<file path="src/hdl/dip_pkg.sv">
// shared constants and types for the dual-issue pipeline control block
// assumes a single core clock; every stage is one clock, two phases inside it
package dip_pkg;

  // instruction categories, one issuing policy each
  typedef enum logic [3:0] {
    DIP_CAT_ALU    = 4'h0,
    DIP_CAT_BRANCH = 4'h1,
    DIP_CAT_WIDE   = 4'h2,
    DIP_CAT_SHIFTAMT = 4'h3,
    DIP_CAT_MULLO = 4'h4,
    DIP_CAT_FPOP   = 4'h5,
    DIP_CAT_SYNC   = 4'h6,
    DIP_CAT_ERET   = 4'h7,
    DIP_CAT_LDST = 4'h8,
    DIP_CAT_FPMOV = 4'h9,
    DIP_CAT_SYSCOP = 4'hA,
    DIP_CAT_MULHI = 4'hB
  } dip_cat_t;

  // physical pipe one-hot bit positions
  localparam int DIP_PIPE_INT0 = 0;
  localparam int DIP_PIPE_INT1 = 1;
  localparam int DIP_PIPE_LDST = 2;
  localparam int DIP_PIPE_JUMP = 3;
  localparam int DIP_PIPE_FLT = 4;
  localparam int DIP_NUM_PIPES = 5;

  localparam logic [31:0] DIP_RESET_PC = 32'h0000_0000;
  localparam logic [31:0] DIP_FETCH_STRIDE = 32'h0000_0008;
  localparam int DIP_ID_W = 8;
  localparam int DIP_FP_STAGES = 5;

  typedef struct packed {
    logic v;
    dip_cat_t cat;
    logic [DIP_ID_W-1:0] id;
    logic y;
  } dip_entry_t;

  localparam dip_entry_t DIP_EMPTY = '{v: 1'b0, cat: DIP_CAT_ALU, id: 8'h00, y: 1'b0};

  // which logical issue slot may carry a category
  function automatic logic dip_slot_ok(input dip_cat_t c, input logic slot);
    logic ok;
    ok = 1'b0;
    case (c)
      DIP_CAT_ALU, DIP_CAT_BRANCH: ok = 1'b1;
      DIP_CAT_WIDE, DIP_CAT_SHIFTAMT, DIP_CAT_MULLO, DIP_CAT_FPOP: ok = !slot;
      default: ok = slot;
    endcase
    return ok;
  endfunction

  // physical pipes that a category occupies from a given slot
  function automatic logic [DIP_NUM_PIPES-1:0] dip_pipes(input dip_cat_t c, input logic slot);
    logic [DIP_NUM_PIPES-1:0] p;
    p = '0;
    case (c)
      DIP_CAT_ALU: p[slot ? DIP_PIPE_INT1 : DIP_PIPE_INT0] = 1'b1;
      DIP_CAT_BRANCH: p[DIP_PIPE_JUMP] = 1'b1;
      DIP_CAT_WIDE:
      begin
        p[DIP_PIPE_INT0] = 1'b1;
        p[DIP_PIPE_INT1] = 1'b1;
      end
      DIP_CAT_SHIFTAMT, DIP_CAT_MULLO: p[DIP_PIPE_INT0] = 1'b1;
      DIP_CAT_FPOP:
      begin
        p[DIP_PIPE_INT0] = 1'b1;
        p[DIP_PIPE_FLT] = 1'b1;
      end
      DIP_CAT_FPMOV:
      begin
        p[DIP_PIPE_LDST] = 1'b1;
        p[DIP_PIPE_FLT] = 1'b1;
      end
      DIP_CAT_MULHI: p[DIP_PIPE_INT1] = 1'b1;
      default: p[DIP_PIPE_LDST] = 1'b1;
    endcase
    return p;
  endfunction

endpackage

</file>
<file path="src/hdl/dip_core.sv">
// dual-issue pipeline control: fetch address, queue, staging, issue, routing
// assumes fetch_valid means the cache pair for fetch_addr is present this cycle
`timescale 1ns/1ps
`default_nettype none

module dip_core
  import dip_pkg::*;
(
  input wire logic clk_sys,
  input wire logic rst_n,
  input wire logic fetch_valid,
  input wire dip_cat_t fetch_cat0,
  input wire dip_cat_t fetch_cat1,
  input wire logic [DIP_ID_W-1:0] fetch_id0,
  input wire logic [DIP_ID_W-1:0] fetch_id1,
  input wire logic jump_taken,
  input wire logic [31:0] jump_target,
  input wire logic predict_hit,
  input wire logic [31:0] predict_target,
  input wire logic exc_req,
  input wire logic [31:0] exc_vector,
  input wire logic exc_ret_req,
  input wire logic [31:0] exception_return_pc,
  input wire logic err_ret_req,
  input wire logic [31:0] error_return_pc,
  output logic [31:0] fetch_addr,
  output logic fetch_hold,
  output logic [1:0] issue_valid,
  output logic [DIP_ID_W-1:0] issue_id0,
  output logic [DIP_ID_W-1:0] issue_id1,
  output logic [DIP_NUM_PIPES-1:0] route0,
  output logic [DIP_NUM_PIPES-1:0] route1,
  output logic [1:0] exec_valid,
  output logic [1:0] data_valid,
  output logic [1:0] wb_reg_we,
  output logic wb_dcache_we,
  output logic [DIP_ID_W-1:0] wb_id0,
  output logic [DIP_ID_W-1:0] wb_id1,
  output logic [DIP_FP_STAGES-1:0] fp_stage_valid,
  output logic fp_commit,
  output logic [DIP_ID_W-1:0] fp_commit_id,
  output logic fp_bypass_write,
  output logic fp_bypass_int_wb
);

  typedef struct packed {
    logic [31:0] pc;
    logic hold;
    dip_entry_t q0;
    dip_entry_t q1;
    dip_entry_t stg;
    dip_entry_t [1:0] r;
    dip_entry_t [1:0] a;
    dip_entry_t [1:0] d;
    dip_entry_t [1:0] w;
    logic [1:0][DIP_NUM_PIPES-1:0] route;
    logic [1:0] a_hold;
    logic [1:0] w_reg;
    logic w_dc;
  } dip_state_t;

  dip_state_t st;
  dip_state_t next_st;

  // shared-resource pair: both multiply units use the one aligner
  function automatic logic dip_shares(input dip_cat_t o, input dip_cat_t y);
    return (o == DIP_CAT_MULLO && y == DIP_CAT_MULHI) || (o == DIP_CAT_MULHI && y == DIP_CAT_MULLO);
  endfunction

  dip_entry_t older;
  dip_entry_t younger;
  dip_entry_t third;
  logic flush;
  logic stall_issue;
  logic slot_o;
  logic iss_o;
  logic iss_y;
  logic pair_ok;
  logic q_take;
  logic r_move;
  logic [DIP_NUM_PIPES-1:0] pipes_o;
  logic [DIP_NUM_PIPES-1:0] pipes_y;
  logic fp_start;
  logic [DIP_ID_W-1:0] fp_start_id;

  always_comb
  begin
    next_st = st;
    flush = exc_req || exc_ret_req || err_ret_req || jump_taken;
    stall_issue = |st.a_hold;
    // staged leftover is always the older of the pair
    older = st.stg.v ? st.stg : st.q0;
    younger = st.stg.v ? st.q0 : st.q1;
    third = st.stg.v ? st.q1 : DIP_EMPTY;
    // older yields slot zero when the younger can only go there
    slot_o = (dip_slot_ok(older.cat, 1'b1) && !dip_slot_ok(younger.cat, 1'b1)) ? 1'b1
             : !dip_slot_ok(older.cat, 1'b0);
    pipes_o = dip_pipes(older.cat, slot_o);
    pipes_y = dip_pipes(younger.cat, !slot_o);
    // no branch or return in a delay slot; no shared physical pipe
    pair_ok = dip_slot_ok(younger.cat, !slot_o) && ((pipes_o & pipes_y) == '0)
              && !(older.cat == DIP_CAT_BRANCH && (younger.cat == DIP_CAT_BRANCH || younger.cat == DIP_CAT_ERET));
    iss_o = older.v && !stall_issue && !flush;
    iss_y = iss_o && younger.v && pair_ok;
    q_take = 1'b0;
    r_move = !stall_issue;

    // integer stages; a held slot keeps its execute entry one more cycle
    for (int s = 0; s < 2; s++)
    begin
      next_st.a_hold[s] = 1'b0;
      if (st.a_hold[s])
      begin
        next_st.d[s] = DIP_EMPTY;
      end
      else
      begin
        next_st.a[s] = r_move ? st.r[s] : DIP_EMPTY;
        next_st.d[s] = st.a[s];
        next_st.a_hold[s] = r_move && st.r[s].v && st.r[s].y;
      end
      next_st.w[s] = st.d[s];
      next_st.w_reg[s] = st.d[s].v && !(st.d[s].cat inside {DIP_CAT_BRANCH, DIP_CAT_SYNC, DIP_CAT_ERET});
    end
    next_st.w_dc = st.d[1].v && st.d[1].cat == DIP_CAT_LDST;

    if (r_move)
    begin
      next_st.r = '{DIP_EMPTY, DIP_EMPTY};
      if (iss_o)
      begin
        next_st.r[slot_o] = older;
        next_st.route[slot_o] = pipes_o;
        next_st.r[slot_o].y = 1'b0;
      end
      if (iss_y)
      begin
        next_st.r[!slot_o] = younger;
        next_st.route[!slot_o] = pipes_y;
        next_st.r[!slot_o].y = dip_shares(older.cat, younger.cat);
      end
    end

    // staging and queue bookkeeping
    if (flush)
    begin
      next_st.stg = DIP_EMPTY;
      next_st.q0 = DIP_EMPTY;
      next_st.q1 = DIP_EMPTY;
    end
    else if (iss_o)
    begin
      if (iss_y)
      begin
        next_st.stg = third;
        next_st.q0 = DIP_EMPTY;
        next_st.q1 = DIP_EMPTY;
        q_take = 1'b1;
      end
      else if (st.stg.v)
      begin
        // two left over: keep one staged, the other waits in the queue
        next_st.stg = st.q0;
        next_st.q0 = st.q1;
        next_st.q1 = DIP_EMPTY;
        q_take = !st.q1.v;
      end
      else
      begin
        next_st.stg = st.q1;
        next_st.q0 = DIP_EMPTY;
        next_st.q1 = DIP_EMPTY;
        q_take = 1'b1;
      end
    end
    else
    begin
      q_take = !st.q0.v;
    end

    // queue load: the pair for fetch_addr, already translated and tag checked
    if (!flush && q_take && fetch_valid)
    begin
      next_st.q0 = '{v: 1'b1, cat: fetch_cat0, id: fetch_id0, y: 1'b0};
      next_st.q1 = '{v: 1'b1, cat: fetch_cat1, id: fetch_id1, y: 1'b0};
    end
    next_st.hold = !flush && !(q_take && fetch_valid);

    // fetch address priority: vector, error return, return, resolved, predicted, sequential
    if (exc_req)
      next_st.pc = exc_vector;
    else if (err_ret_req)
      next_st.pc = error_return_pc;
    else if (exc_ret_req)
      next_st.pc = exception_return_pc;
    else if (jump_taken)
      next_st.pc = jump_target;
    else if (q_take && fetch_valid)
      next_st.pc = predict_hit ? predict_target : st.pc + DIP_FETCH_STRIDE;
  end

  always_ff @(posedge clk_sys or negedge rst_n)
  begin
    if (!rst_n)
    begin
      st <= '0;
      st.pc <= DIP_RESET_PC;
    end
    else
      st <= next_st;
  end

  // float instruction starts operand fetch as it leaves register fetch
  assign fp_start = r_move && st.r[0].v && st.r[0].cat == DIP_CAT_FPOP;
  assign fp_start_id = st.r[0].id;

  dip_fp_track u_fp (
    .clk_sys(clk_sys),
    .rst_n(rst_n),
    .start(fp_start),
    .start_id(fp_start_id),
    .int_wb_move(st.w[1].v && st.w[1].cat == DIP_CAT_FPMOV),
    .stage_valid(fp_stage_valid),
    .commit_id(fp_commit_id),
    .commit(fp_commit),
    .bypass_from_write(fp_bypass_write),
    .bypass_from_int_wb(fp_bypass_int_wb)
  );

  assign fetch_addr = st.pc;
  assign fetch_hold = st.hold;
  assign issue_valid = {st.r[1].v, st.r[0].v};
  assign issue_id0 = st.r[0].id;
  assign issue_id1 = st.r[1].id;
  assign route0 = st.route[0];
  assign route1 = st.route[1];
  assign exec_valid = {st.a[1].v, st.a[0].v};
  assign data_valid = {st.d[1].v, st.d[0].v};
  assign wb_reg_we = st.w_reg;
  assign wb_dcache_we = st.w_dc;
  assign wb_id0 = st.w[0].id;
  assign wb_id1 = st.w[1].id;
endmodule

`default_nettype wire

</file>
<file path="src/hdl/dip_fp_track.sv">
// floating-point pipe tracker: operand fetch, three execute steps, write
// assumes start pulses in the cycle a float instruction leaves register fetch
`timescale 1ns/1ps
`default_nettype none

module dip_fp_track
  import dip_pkg::*;
(
  input wire logic clk_sys,
  input wire logic rst_n,
  input wire logic start,
  input wire logic [DIP_ID_W-1:0] start_id,
  input wire logic int_wb_move,
  output logic [DIP_FP_STAGES-1:0] stage_valid,
  output logic [DIP_ID_W-1:0] commit_id,
  output logic commit,
  output logic bypass_from_write,
  output logic bypass_from_int_wb
);

  typedef struct packed {
    logic [DIP_FP_STAGES-1:0] v;
    logic [DIP_FP_STAGES-1:0][DIP_ID_W-1:0] id;
    logic byp_s;
    logic byp_w;
  } dip_fp_state_t;

  dip_fp_state_t st;
  dip_fp_state_t next_st;

  always_comb
  begin
    next_st = st;
    // operand fetch, exception screen, multiply/align, normalize and round, write
    next_st.v = {st.v[DIP_FP_STAGES-2:0], start};
    next_st.id = {st.id[DIP_FP_STAGES-2:0], start_id};
    // forwarding select when write and operand fetch overlap
    next_st.byp_s = start && st.v[DIP_FP_STAGES-2];
    next_st.byp_w = start && int_wb_move;
  end

  always_ff @(posedge clk_sys or negedge rst_n)
  begin
    if (!rst_n)
      st <= '0;
    else
      st <= next_st;
  end

  assign stage_valid = st.v;
  assign commit = st.v[DIP_FP_STAGES-1];
  assign commit_id = st.id[DIP_FP_STAGES-1];
  assign bypass_from_write = st.byp_s;
  assign bypass_from_int_wb = st.byp_w;
endmodule

`default_nettype wire

</file>
<file path="config.mk">
export PLATFORM = sky130hd
export DESIGN_NAME = dip_core
export DESIGN_NICKNAME = d
export VERILOG_FILES = /design/src/hdl/dip_pkg.sv /design/src/hdl/dip_core.sv /design/src/hdl/dip_fp_track.sv
export SDC_FILE = /design/constraint.sdc
export NUM_CORES = 1
export LEC_CHECK = 0
export ABC_AREA = 1
export BUFFER_PORTS_ARGS = -buffer_cell sky130_fd_sc_hd__buf_2
export CELL_PAD_IN_SITES_DETAIL_PLACEMENT = 0
export CELL_PAD_IN_SITES_GLOBAL_PLACEMENT = 1
export CORE_MARGIN = 8
export CORE_UTILIZATION = 39
export CTS_CLUSTER_SIZE = 16
export DETAILED_ROUTE_END_ITERATION = 8
export GPL_TIMING_DRIVEN = 0
export PLACE_DENSITY_LB_ADDON = 0.08
export SYNTH_ARGS = -nofsm -noshare
export SYNTH_HDL_FRONTEND = slang
export SYNTH_SLANG_ARGS = --single-unit
</file>
<file path="constraint.sdc">
create_clock -name clk_sys -period 2.4 [get_ports clk_sys]
set_input_delay 0.12 -clock clk_sys [delete_from_list [all_inputs] [get_ports clk_sys]]
set_output_delay 0.12 -clock clk_sys [all_outputs]
set_load 0.005 [all_outputs]
</file>
==> reports/qor.txt <==
status -> complete, but fails checks
violated checks -> setup timing
NumNets Final -> 2238
die span in y -> 194 um
Fillers -> 3119
CTS Sinks -> 235
highest clock rate -> 0.407 GHz
GRT Total Usage -> 24.3%
Hold/Removal Path Class -> primary input to register
CTS tree -> yes
Synth top area share -> 47.4%
H-tree Lvls -> 1
Critical Path Start -> st[140]
TritonCTS Buffers -> 27
Setup crit start kind -> register
DPL Wire Length -> 36600 um
Post-DRT Antenna Nets -> 0
Routed WL -> 47800 um
Synth Flop Type -> dfrtp_1
Min Hold Slack -> 12.1 ps
dpl cell area -> 14400 um2
remaining global-route overflow -> 0
Ys Warns -> 0
Mean Syn Cell Area -> 7.60 um2
Mapped Area -> 12400 um2
share of cells above drive strength 1 -> 29.4%
synthesized flop and latch total -> 235
Unique masters post-synth -> 44
Final Cell Area -> 16800 um2
Rel. slew slack -> 42.8%
maximum vdd drop -> 0.545 mV
Core ar. -> 31500 um2
GP Congestion -> 0.946
via count -> 12300
max_cap viols -> 0
Clk pin slew, worst setup/hold paths -> 70 ps
PortBufs -> 288
final setup violation count -> 43
initial antenna violation count -> 3
Tcrit/Tclk final -> 102%
Setup WS post-layout -> -57.7 ps
largest net degree at the start of global routing -> 111
CP Data Arrival Time -> 2880 ps
Critical Path RT -> 2820 ps
Leakage -> 8.64 nW
pwr dens -> 556 nW/um2
global-route wire length before repair -> 72300 um
Synth Instances -> 1632
synth top area cells -> dfrtp_1, nand2_1, buf_4, nor2_1, o21ai_0
Ports -> 292
sequential area share after synthesis -> 47.4%
Worst Tran Pin Value -> 858 ps
Routed wire per std cell -> 19.4 um
final cell count without fillers -> 2468
min cycle time layout -> 2460 ps
Area Overhead vs Synth -> 35.1%
Final Hold Violating Endpoints -> 0
fin. max-slew vios -> 0
starting density of the core -> 39.4%
Worst Setup End Kind -> register
Root Buffer -> clkbuf_16
vias in the first global route -> 12200
EDFF count, synth -> 0
Hold Crit Start -> exc_vector[6]
CP Max Fanout -> 7
Mapped Nets -> 1825
cell row count -> 65
Crit Path Category -> register to register
drt first-iter violations -> 759
# DRC -> 0
ys async rst share -> 100%
clock skew -> 24.3 ps
area leader, netlist -> dfrtp_1
Max Buffers Root-to-Sink -> 3
DR pass1 iterations -> 6
fin util -> 53.2%
vias per cell -> 4.99
die width -> 194 um
RR Startpoint -> st[140]
RSZ-0062 raised after global routing -> true
Clock Latency Late Sink -> 540 ps
Die Area -> 37800 um2
placed cells -> 2324
==> registers in the layout, indices dropped and copies added, names as in the netlist <==
| name | flops |
|---|---|
| fetch_hold | 1 |
| data_valid | 2 |
| wb_dcache_we | 1 |
| st | 80 |
| u_fp.next_st | 32 |
| next_st | 24 |
| issue_id1 | 8 |
| issue_valid | 2 |
| u_fp.commit_id | 8 |
| fetch_addr | 32 |
| u_fp.stage_valid | 5 |
| issue_id0 | 8 |
| wb_id0 | 8 |
| wb_id1 | 8 |
| wb_reg_we | 2 |
| exec_valid | 2 |
| u_fp.bypass_from_write | 1 |
| route1 | 5 |
| route0 | 5 |
| u_fp.bypass_from_int_wb | 1 |
==> cells by family (layout without fill, tap and decap cells) <==
logic type | Yosys count | in the layout | share of synthesized area [%]
other cells | 0 | 3 | 0
fa+ha+maj | 1 | 1 | 0.101
simple gates | 828 | 829 | 27.6
mux | 1 | 1 | 0.0807
buf+inv | 311 | 741 | 12.6
xor+xnor | 9 | 9 | 0.636
flops | 235 | 235 | 47.4
compound gates | 247 | 247 | 11.5
==> cells in the mapped netlist, types with 2 or more instances <==
cell type / n
a21o_1: 2
a21oi_1: 60
a22oi_1: 2
a31oi_1: 6
buf_1: 5
buf_2: 19
buf_4: 90
buf_6: 5
clkbuf_1: 46
clkinv_1: 6
dfrtp_1: 235
inv_1: 136
inv_2: 3
nand2_1: 501
nand2_2: 8
nand2_4: 4
nand3_1: 102
nand3b_1: 5
nand4_1: 6
nor2_1: 169
nor2_2: 2
nor3_1: 6
nor4_1: 2
o211ai_1: 12
o21ai_0: 103
o21ai_1: 6
o221ai_1: 22
o22ai_1: 28
or2_2: 19
xnor2_1: 3
xor2_1: 6
==> area by class of cell <==
cell class | instances | area [um2] | area share, %
Sequential cell | 235 | 5880 | 35.1
Multi-Input combinational cell | 1087 | 5360 | 32.0
Timing Repair Buffer | 383 | 2440 | 14.6
Buffer | 166 | 1140 | 6.83
Clock buffer | 31 | 711 | 4.24
Inverter | 145 | 558 | 3.33
Tap cell | 402 | 503 | 3.00
Clock inverter | 16 | 154 | 0.919
Antenna cell | 3 | 7.51 | 0.0448
==> metrics by stage <==
step	worst slack [ps]	power, mW	TNS [ps]
after floorplan	283	4.69	0
after global placement	-3040	5.24	-739960
after detailed placement	-436	5.25	-33130
after CTS	-19.8	9.38	-130
after global routing	-157	9.70	-7090
final	-57.7	9.32	-1240
==> metal layers <==
| metal | GRT usage (%) | share of wire, % | vias up |
|---|---|---|---|
| met1 | 31.3 | 43 | 5879 |
| met3 | 3.77 | 5.4 | 67 |
| met5 | 0 | 0 | - |
| met2 | 42.0 | 50 | 412 |
| met4 | 6.59 | 2.4 | 0 |
| li1 | - | - | 5964 |
==> worst max-delay path, cell delays in order, from the launching register on <==
cell and delay (ps):
dfrtp_1 420, buf_6 160, buf_12 120, nand2_1 90, nand2_4 110, nand4_1 170
inv_1 70, nor2_1 120, nor2_2 60, nor2_4 110, nand2_4 80, nand3_4 110
nand2_8 90, buf_12 170, nand2_8 90, clkinv_8 90, clkbuf_16 160, nand2_1 60
nand2_1 50
==> power breakdown <==
part,internal (mW),switching [mW],total [mW]
Sequential,4.03,0.114,4.14
Clock,2.34,1.67,4.01
Combinational,0.518,0.651,1.17
Total,6.89,2.43,9.32
==> placed cells by master (no fill, tap or decap), types with 4 or more instances in the layout <==
master / synthesis / routed
o21ai_0: 103 / 96
inv_1: 136 / 135
a21oi_1: 60 / 60
buf_4: 90 / 122
nand3_4: 1 / 4
clkinv_1: 6 / 5
nor2_1: 169 / 152
buf_12: 0 / 6
buf_1: 5 / 5
nor3_1: 6 / 4
o22ai_1: 28 / 28
clkinv_2: 0 / 7
o21ai_1: 6 / 11
clkbuf_16: 0 / 30
nand4_1: 6 / 6
dlygate4sd3_1: 0 / 55
nor2_4: 1 / 11
o211ai_1: 12 / 12
a31oi_1: 6 / 6
nand3_1: 102 / 93
nand3b_1: 5 / 5
buf_2: 19 / 292
clkbuf_1: 46 / 48
clkinvlp_4: 0 / 5
nand2_2: 8 / 38
nand2_4: 4 / 16
nor2_2: 2 / 9
nand3_2: 0 / 6
xor2_1: 6 / 6
dfrtp_1: 235 / 235
o221ai_1: 22 / 22
buf_8: 0 / 4
buf_6: 5 / 13
nand2_1: 501 / 457
or2_2: 19 / 19
==> path summary, 6_finish.rpt <==
| check | to | slack, ps | cells after the start |
|---|---|---|---|
| worst min register to register | u_fp.next_st[27] | 340 | 0 |
| worst max-delay path | st[143] | -60 | 18 |
| worst min-delay path | fetch_addr[6] | 10 | 5 |
| worst max register to register | st[143] | -60 | 18 |
| max in group asynchronous | route1[2] | 1450 | 3 |
| min in group asynchronous | fetch_addr[21] | 90 | 2 |
==> what timing repair did <==
item,4_1_cts,5_1_grt
hold endpoints to repair,178,0
gates resized for setup,58,113
endpoints found under the setup margin,109,98
setup buffers,13,20
cloned,0,6
hold buffers,55,0
pin swaps,11,14
(Power assumes the default switching activity.)
